==> config.mk <==
export PLATFORM = sky130hd
export DESIGN_NAME = cpu_program_sequencer
export DESIGN_NICKNAME = d
export VERILOG_FILES = /design/src/rtl/seq_pkg.sv /design/src/rtl/cpu_program_sequencer.sv
export SDC_FILE = /design/constraint.sdc
export NUM_CORES = 1
export LEC_CHECK = 0
export BUFFER_PORTS_ARGS = -buffer_cell sky130_fd_sc_hd__buf_2
export CAP_MARGIN = 20
export CORE_ASPECT_RATIO = 0.8
export CORE_UTILIZATION = 50
export CTS_CLUSTER_SIZE = 14
export DETAILED_ROUTE_END_ITERATION = 8
export PLACE_DENSITY = 0.66
export SYNTH_ARGS = -nofsm -noshare
export SYNTH_HDL_FRONTEND = slang
export SYNTH_SLANG_ARGS = --single-unit
==> constraint.sdc <==
create_clock -name clk_i -period 17.2 [get_ports clk_i]
set_input_delay 5.16 -clock clk_i [delete_from_list [all_inputs] [get_ports clk_i]]
set_output_delay 5.16 -clock clk_i [all_outputs]
set_load 0.05 [all_outputs]
==> src/rtl/seq_pkg.sv <==
// constants, types and instruction layout for the program sequencer
package seq_pkg;
  localparam int PC_W = 14;
  localparam logic [PC_W-1:0] RESET_VEC = 14'h0000;
  localparam int STK_DEPTH = 8;
  localparam logic [3:0] STK_FULL = 4'h8;
  localparam logic [3:0] STK_EMPTY = 4'h0;
  localparam logic [1:0] PH_T1 = 2'h0;
  localparam logic [1:0] PH_T3 = 2'h2;
  localparam logic [1:0] PH_T4 = 2'h3;
  localparam logic [3:0] PH_OH_T1 = 4'h1;
  localparam logic [7:0] DAA_LO = 8'h06;
  localparam logic [7:0] DAA_HI = 8'h60;
  localparam logic [3:0] BCD_MAX = 4'h9;
  localparam int PCL_W = 8;

  typedef enum logic [2:0] {
    K_NOP, K_ALU, K_SKIP, K_JMP, K_CALL, K_RET, K_INTERRUPT_RETURN_OP, K_WR_PCL
  } kind_t;

  typedef enum logic [3:0] {
    A_PASS, A_ADD, A_ADC, A_SUB, A_SBC, A_DAA, A_AND, A_OR,
    A_XOR, A_CPL, A_RR, A_RRC, A_RL, A_RLC, A_INC, A_DEC
  } alu_op_t;

  typedef struct packed {
    kind_t kind;
    alu_op_t alu_op;
    logic to_mem;
    logic ext;
    logic skip_nz;
    logic [PC_W-1:0] target;
    logic [7:0] operand;
  } instr_t;

  typedef struct packed {
    logic ov;
    logic z;
    logic ac;
    logic c;
  } status_t;

  typedef enum logic [1:0] {S_EXEC, S_EXT, S_DUMMY} seq_state_t;
endpackage

==> src/rtl/cpu_program_sequencer.sv <==
// program sequencer: phases, program counter, return stack and 8-bit alu
//
// What this block does
// - four non-overlapping phases make one instruction cycle
// - counter advances and fetch starts at first phase; rest execute
// - fetch overlaps execution; extended instructions take two cycles
// - counter-changing instructions take one extra cycle
// - counter increments by one unless control moves elsewhere
// - jump, call, interrupt and reset load destination into counter
// - met skip discards prefetched instruction, inserts dummy cycle
// - counter is high bits plus software-visible low byte
// - low byte write jumps within page and inserts dummy cycle
// - eight-level stack holds counter only, hidden from software
// - call and interrupt push counter; returns restore it
// - reset sets stack pointer to top of stack
// - interrupt while stack full is held pending until a return
// - call on full stack proceeds and loses the oldest entry
// - 8-bit alu on accumulator and data, result to chosen register
// - alu carry, borrow and other changes update status, except in the skip family
// - add, subtract, decimal adjust, logic, rotates, inc and dec
// - jumps, calls, returns and the skip family of decisions
// - reset starts execution at address zero
`timescale 1ns/100ps
module cpu_program_sequencer (
  input wire logic clk_i,
  input wire logic rst_b_i,
  input seq_pkg::instr_t instr_i,
  input wire logic irq_req_i,
  input wire logic irq_en_i,
  input wire logic [seq_pkg::PC_W-1:0] irq_vec_i,
  output logic [3:0] phase_o,
  output logic fetch_o,
  output logic [seq_pkg::PC_W-1:0] pmem_addr_o,
  output logic [7:0] pcl_o,
  output logic [7:0] acc_o,
  output seq_pkg::status_t status_o,
  output logic mem_wr_o,
  output logic [7:0] mem_wdata_o,
  output logic irq_ack_o,
  output logic stack_full_o
);
  import seq_pkg::*;

  ////////////////////////////////////////////////////////////////////////
  logic [1:0] phase_r, phase_nxt;
  logic [3:0] phase_oh_r, phase_oh_nxt;
  seq_state_t state_r, state_nxt;
  logic [PC_W-1:0] pc_r, pc_nxt, addr_r, addr_nxt;
  logic fetch_r, fetch_nxt;
  logic [7:0] acc_r, acc_nxt, wdata_r, wdata_nxt;
  status_t st_r, st_nxt;
  logic mem_wr_r, mem_wr_nxt;
  logic pend_r, pend_nxt, ack_r, ack_nxt;
  logic [2:0] wp_r, wp_nxt;
  logic [3:0] cnt_r, cnt_nxt;
  logic full_r, full_nxt;
  logic [PC_W-1:0] stk_r [STK_DEPTH];
  logic push, exec_edge, redirect, take_irq;
  logic [PC_W-1:0] push_val;

  ////////////////////////////////////////////////////////////////////////
  // alu: result, status and zero test of the result
  function automatic logic [12:0] alu(input alu_op_t op,
    input logic [7:0] a, input logic [7:0] b, input status_t s);
    logic [7:0] r;
    logic [7:0] y;
    logic [8:0] sum;
    logic [4:0] half;
    logic ci;
    logic [7:0] adj;
    status_t n;
    r = a;
    n = s;
    y = (op == A_SUB || op == A_SBC) ? ~b : b;
    ci = (op == A_SUB) || ((op == A_ADC || op == A_SBC) && s.c);
    sum = {1'b0, a} + {1'b0, y} + {8'h00, ci};
    half = {1'b0, a[3:0]} + {1'b0, y[3:0]} + {4'h0, ci};
    adj = 8'h00;
    case (op)
      A_PASS: r = b;
      A_ADD, A_ADC, A_SUB, A_SBC: begin
        r = sum[7:0];
        n.c = sum[8];
        n.ac = half[4];
        n.ov = (a[7] == y[7]) && (sum[7] != a[7]);
      end
      A_DAA: begin
        if (a[3:0] > BCD_MAX || s.ac) adj = adj | DAA_LO;
        if (a[7:4] > BCD_MAX || s.c) adj = adj | DAA_HI;
        sum = {1'b0, a} + {1'b0, adj};
        r = sum[7:0];
        n.c = sum[8] || s.c;
      end
      A_AND: r = a & b;
      A_OR: r = a | b;
      A_XOR: r = a ^ b;
      A_CPL: r = ~b;
      A_RR: r = {b[0], b[7:1]};
      A_RRC: begin
        r = {s.c, b[7:1]};
        n.c = b[0];
      end
      A_RL: r = {b[6:0], b[7]};
      A_RLC: begin
        r = {b[6:0], s.c};
        n.c = b[7];
      end
      A_INC: r = b + 8'h01;
      A_DEC: r = b - 8'h01;
      default: r = a;
    endcase
    // rotates leave the zero flag alone, as pure data moves
    if (op != A_RR && op != A_RL && op != A_RRC && op != A_RLC)
      n.z = (r == 8'h00);
    return {r, n, r == 8'h00};
  endfunction

  ////////////////////////////////////////////////////////////////////////
  // phase sequencer
  always_comb begin
    phase_nxt = phase_r + 2'h1;
    phase_oh_nxt = PH_OH_T1 << phase_nxt;
  end

  always_ff @(posedge clk_i) begin
    if (!rst_b_i) begin
      phase_r <= PH_T1;
      phase_oh_r <= PH_OH_T1;
    end else begin
      phase_r <= phase_nxt;
      phase_oh_r <= phase_oh_nxt;
    end
  end

  ////////////////////////////////////////////////////////////////////////
  assign exec_edge = (phase_r == PH_T3) && (state_r == S_EXEC);

  always_comb begin
    logic [12:0] ar;
    ar = alu(instr_i.alu_op, acc_r, instr_i.operand, st_r);
    state_nxt = state_r;
    pc_nxt = pc_r;
    addr_nxt = addr_r;
    fetch_nxt = 1'b0;
    acc_nxt = acc_r;
    st_nxt = st_r;
    mem_wr_nxt = 1'b0;
    wdata_nxt = wdata_r;
    ack_nxt = 1'b0;
    // set wins: a request in the acknowledge cycle stays pending
    pend_nxt = pend_r;
    wp_nxt = wp_r;
    cnt_nxt = cnt_r;
    push = 1'b0;
    push_val = pc_r;
    redirect = 1'b0;
    take_irq = 1'b0;
    // advance counter and fetch entering first phase
    // the extended second cycle fetches nothing
    if (phase_r == PH_T4 && state_r != S_EXT) begin
      addr_nxt = pc_r;
      pc_nxt = pc_r + {{(PC_W-1){1'b0}}, 1'b1};
      fetch_nxt = 1'b1;
    end
    // dummy or held cycle lasts through the next T3
    // so that the instruction shown in that cycle is never committed
    if (phase_r == PH_T3 && state_r != S_EXEC) state_nxt = S_EXEC;
    // only the execute state commits results
    if (exec_edge) begin
      case (instr_i.kind)
        K_ALU: begin
          st_nxt = ar[4:1];
          if (instr_i.to_mem) begin
            mem_wr_nxt = 1'b1;
            wdata_nxt = ar[12:5];
          end else begin
            acc_nxt = ar[12:5];
          end
        end
        // skip family; met skip drops the prefetch
        K_SKIP: begin
          if (instr_i.alu_op != A_PASS) begin
            if (instr_i.to_mem) begin
              mem_wr_nxt = 1'b1;
              wdata_nxt = ar[12:5];
            end else begin
              acc_nxt = ar[12:5];
            end
          end
          redirect = ar[0] ^ instr_i.skip_nz;
        end
        K_JMP: begin
          pc_nxt = instr_i.target;
          redirect = 1'b1;
        end
        // push return address, even when full
        K_CALL: begin
          push = 1'b1;
          // return point is the prefetched word that the call drops
          push_val = addr_r;
          pc_nxt = instr_i.target;
          redirect = 1'b1;
        end
        K_RET, K_INTERRUPT_RETURN_OP: begin
          wp_nxt = wp_r - 3'h1;
          pc_nxt = stk_r[wp_nxt];
          if (cnt_r != STK_EMPTY) cnt_nxt = cnt_r - 4'h1;
          redirect = 1'b1;
        end
        // low byte write stays inside the page
        K_WR_PCL: begin
          pc_nxt = {pc_r[PC_W-1:PCL_W], instr_i.operand};
          redirect = 1'b1;
        end
        default: ;
      endcase
      // acknowledge only with room left on the stack
      take_irq = pend_r && irq_en_i && !redirect && !instr_i.ext
        && cnt_r != STK_FULL;
      if (take_irq) begin
        // return to the prefetched instruction that is dropped here
        push = 1'b1;
        push_val = addr_r;
        pc_nxt = irq_vec_i;
        ack_nxt = 1'b1;
        pend_nxt = 1'b0;
        redirect = 1'b1;
      end
      // counter change costs a dummy cycle
      if (redirect) state_nxt = S_DUMMY;
      else if (instr_i.ext) state_nxt = S_EXT;
    end
    if (push) begin
      wp_nxt = wp_r + 3'h1;
      if (cnt_r != STK_FULL) cnt_nxt = cnt_r + 4'h1;
    end
    if (irq_req_i) pend_nxt = 1'b1;
    full_nxt = (cnt_nxt == STK_FULL);
  end

  ////////////////////////////////////////////////////////////////////////
  // reset vector, empty stack, start with a dummy cycle
  always_ff @(posedge clk_i) begin
    if (!rst_b_i) begin
      state_r <= S_DUMMY;
      pc_r <= RESET_VEC;
      addr_r <= RESET_VEC;
      fetch_r <= 1'b0;
      acc_r <= 8'h00;
      st_r <= '0;
      mem_wr_r <= 1'b0;
      wdata_r <= 8'h00;
      pend_r <= 1'b0;
      ack_r <= 1'b0;
      wp_r <= 3'h0;
      cnt_r <= STK_EMPTY;
      full_r <= 1'b0;
    end else begin
      state_r <= state_nxt;
      pc_r <= pc_nxt;
      addr_r <= addr_nxt;
      fetch_r <= fetch_nxt;
      acc_r <= acc_nxt;
      st_r <= st_nxt;
      mem_wr_r <= mem_wr_nxt;
      wdata_r <= wdata_nxt;
      pend_r <= pend_nxt;
      ack_r <= ack_nxt;
      wp_r <= wp_nxt;
      cnt_r <= cnt_nxt;
      full_r <= full_nxt;
    end
  end

  // circular store; a push on a full stack drops the oldest
  always_ff @(posedge clk_i) begin
    if (push) stk_r[wp_r] <= push_val;
  end

  assign phase_o = phase_oh_r;
  assign fetch_o = fetch_r;
  assign pmem_addr_o = addr_r;
  assign pcl_o = pc_r[PCL_W-1:0];
  assign acc_o = acc_r;
  assign status_o = st_r;
  assign mem_wr_o = mem_wr_r;
  assign mem_wdata_o = wdata_r;
  assign irq_ack_o = ack_r;
  assign stack_full_o = full_r;
endmodule

==> results.py <==
metrics = {
    "finish": {
        "area_growth_pct": 12.1,
        "final_util_pct": 58.0,
        "nNetsFinal": 1128,
        "drive_gt1_share_pct": 22.1,
        "diodes": 0,
        "fin_area_sq_um": 11700,
    },
    "cts": {
        "path_clk_slew_ns": 0.07,
        "cts_resized": 0,
        "clk-insertion-delay-late_ns": 0.44,
        "h-tree-depth": 4,
        "ctsLongestPathBuffers": 2,
        "cts_tree": "yes",
        "cts_root_buf": "clkbuf_16",
        "cts_sinks": 180,
        "numCtsBuffers": 17,
        "hold_buffers": 0,
        "cts_setup_buffers": 0,
    },
    "critical_path": {
        "cp.depth": 21,
        "cp-end-kind": "flip-flop",
        "cp_data_arrival_time_ns": 10.62,
        "r2r_cells": 17,
        "critPathLaunch": "instr_i[26]",
        "endpoint": "stack_full_o",
        "crit_required_ns": 17.52,
        "path_cells": "buf_2, buf_4, nor2b_1, nand2_1, a21oi_1, xnor2_1, fa_1, inv_1, fa_1, nand2b_1, a21oi_1, xor2_1, a2111oi_4, o32a_2, o211ai_2, o31ai_2, nand3_1, buf_4, o31a_1, o221a_1, and4bb_1",
        "start_kind": "input pin",
        "r2r_start": "status_o[0]",
        "crit_buf_inv": 4,
        "cp_top_family": "compound AO/OA/AOI/OAI gates",
        "slowest_stage": "a21oi_1",
        "critPathKind": "input pin to flip-flop",
        "r2r_setup_slack_ns": 12.66,
        "reg2reg_to": "stack_full_o",
        "worst-path-max-fanout": 49,
        "crit_path_max_incr_delay_ns": 0.81,
    },
    "routing": {
        "routedWlPerCell_um": 21.7,
        "ant_nets": 0,
        "drc": 0,
        "vias_per_cell": 6.13,
        "vias": 8070,
        "dr.pass1.iters": 6,
        "wl_um": 28600,
        "drt_iter0_markers": 989,
    },
    "sta": {
        "tns_ns": 0,
        "max-slew-margin-rel_pct": 35.2,
        "fin_crit_ns": 10.29,
        "slew_violations": 0,
        "skew_ns": 0.0181,
        "setup_viol": 0,
        "holdWs_ns": 0.452,
        "timing.fmax_ghz": 0.0971,
        "rsz0062_at_grt": "no",
        "max_slew.worst_pin.slew_ns": 0.972,
        "final.period_utilization_pct": 59.9,
        "hold_viol": 0,
    },
    "pwr": {
        "p_per_area_nw_per_um2": 83.0,
        "finalPower_w": 0.000969,
        "peakVddDrop_mv": 0.0682,
        "p_leak_nw": 4.43,
    },
    "synthesis": {
        "synth_flop_cell": "edfxtp_1",
        "ys_warn_count": 0,
        "netlist_area_sq_um": 10400,
        "netlist_instances": 979,
        "yosysTopAreaCellShare_pct": 32.3,
        "synth.area.top_cells": "edfxtp_1, dfxtp_1, mux4_2",
        "synth-async-reset-ratio_pct": 0,
        "yosys.area.top_type": "edfxtp_1",
        "yosysSeqAreaShare_pct": 45.3,
        "syn_nets": 1068,
        "post-synth-top-count-cell": "edfxtp_1",
        "ys_ff_latch": 180,
        "synth-edff-count": 112,
        "synth_area_per_cell_sq_um": 10.6,
        "synth_cell_types": 88,
        "synthTopCellsByCount": "edfxtp_1, nor2_1, nand2_1",
    },
    "run_status": {
        "status": "finished, final reports clean",
    },
    "die": {
        "die_w_um": 163,
        "rows": 46,
        "start_util_pct": 51.7,
        "die_h_um": 131,
        "dieArea_sq_um": 21400,
        "io_pins": 100,
        "coreArea_sq_um": 20100,
    },
    "placement": {
        "post_dp_cell_area_sq_um": 11000,
        "place_congestion": 0.934,
        "dp_hpwl_um": 20200,
        "io_buffer_count": 99,
    },
    "grt": {
        "antenna_found_initial": 0,
        "grt_pass1_wl_um": 43400,
        "grt_max_degree": 50,
        "gr-total-overflow": 0,
        "grt_pass1_vias": 7281,
        "grtUsageTotal_pct": 26.9,
    },
    "job": {
        "drv_cap": 0,
    },
    "min_path": {
        "hold_class": "flip-flop to flip-flop",
    },
}
==> routing by layer <==
metal  part of all wire, %  up-vias  wire length (um)  GRT usage [%]
met3                   9.3       31              2660           4.51
met2                    40      355             11400           35.3
li1                      -     3764                 -              -
met1                    50     3920             14200           44.7
met4                   1.2        0               338           6.54
met5                     0        -                 0              0
==> state kept, by name, summed over array words and instances (netlist names) <==
signal	count
pc_r	14
status_o	4
phase_o	4
acc_o	8
pmem_addr_o	14
state_r	2
stk_r	112
stack_full_o	1
wp_r	3
pend_r	1
fetch_o	1
cnt_r	4
phase_r	2
irq_ack_o	1
mem_wr_o	1
mem_wdata_o	8
==> report_power, final <==
| group | internal, W | switching, W |
|---|---|---|
| clock network | 0.000202 | 0.000200 |
| registers | 0.000458 | 0.00000312 |
| logic | 0.0000365 | 0.0000694 |
| total | 0.000696 | 0.000273 |
==> through the flow <==
| step | instances | worst slack [ns] |
|---|---|---|
| 2_1_floorplan | 979 | 5.98 |
| 3_3_place_gp | 1283 | 6.56 |
| 3_5_place_dp | 1283 | 6.40 |
| 4_1_cts | 1315 | 6.84 |
| 5_1_grt | 1316 | 6.50 |
| 6_report | 1316 | 6.91 |
==> area by class of cell <==
class	count	area (sq um)
Fill cell	1715	8470
Clock buffer	17	425
Tap cell	264	330
Clock inverter	15	211
Timing Repair Buffer	117	634
Multi-Input combinational cell	684	5200
Inverter	39	146
Sequential cell	180	4730
==> kinds of logic after synthesis <==
logic type      Yosys count  share of synthesized area, %
simple gates            303                          14.8
compound gates          220                          14.8
flops                   180                          45.3
buf+inv                 115                          5.24
mux                      84                          11.7
fa+ha+maj                45                          5.48
xor+xnor                 32                          2.69
==> worst reg2reg max path: cells and delay by family, from the launching register on <==
kind	cells	cell delay (ns)
simple gates	3	0.58
buf+inv	2	0.39
fa+ha+maj	2	0.65
flops	1	0.48
xor+xnor	1	0.15
compound gates	9	2.16
==> worst min-delay path by stage <==
stage | startpoint | endpoint | depth (start not counted)
after floorplan | phase_r[0] | phase_r[0] | 1
after global placement | phase_r[0] | phase_r[0] | 1
after detailed placement | phase_r[0] | phase_r[0] | 1
after CTS | phase_r[0] | phase_r[0] | 1
after global routing | phase_r[0] | phase_r[0] | 1
final | phase_r[0] | phase_r[0] | 1
==> layout by cell type (no fill, tap or decap), types with 5 or more instances in the layout <==
master,synthesis,routed
and3_1,7,7
buf_4,16,17
nor4_2,1,7
nand3_1,18,18
o21a_1,6,6
nor2b_1,9,9
clkinv_8,0,7
mux2_2,21,21
xor2_1,7,6
a21oi_1,62,62
xnor2_1,25,25
edfxtp_1,112,112
a31oi_1,6,6
mux2i_1,35,35
or3_1,7,7
and2_1,11,11
nand2b_1,12,12
nor3_1,16,14
inv_1,37,37
nor2_1,99,99
o22ai_1,5,5
o211ai_1,7,7
nor3b_1,5,5
dfxtp_1,68,67
o221ai_1,6,6
ha_1,36,36
nand4_1,10,10
a211oi_1,18,18
mux4_2,28,28
nand2_1,73,73
clkbuf_16,0,17
buf_2,13,99
maj3_1,6,6
a211o_1,6,6
o21ai_0,40,40
o32ai_1,5,5
a22oi_1,10,10
Power figures use the tool's default switching activity.
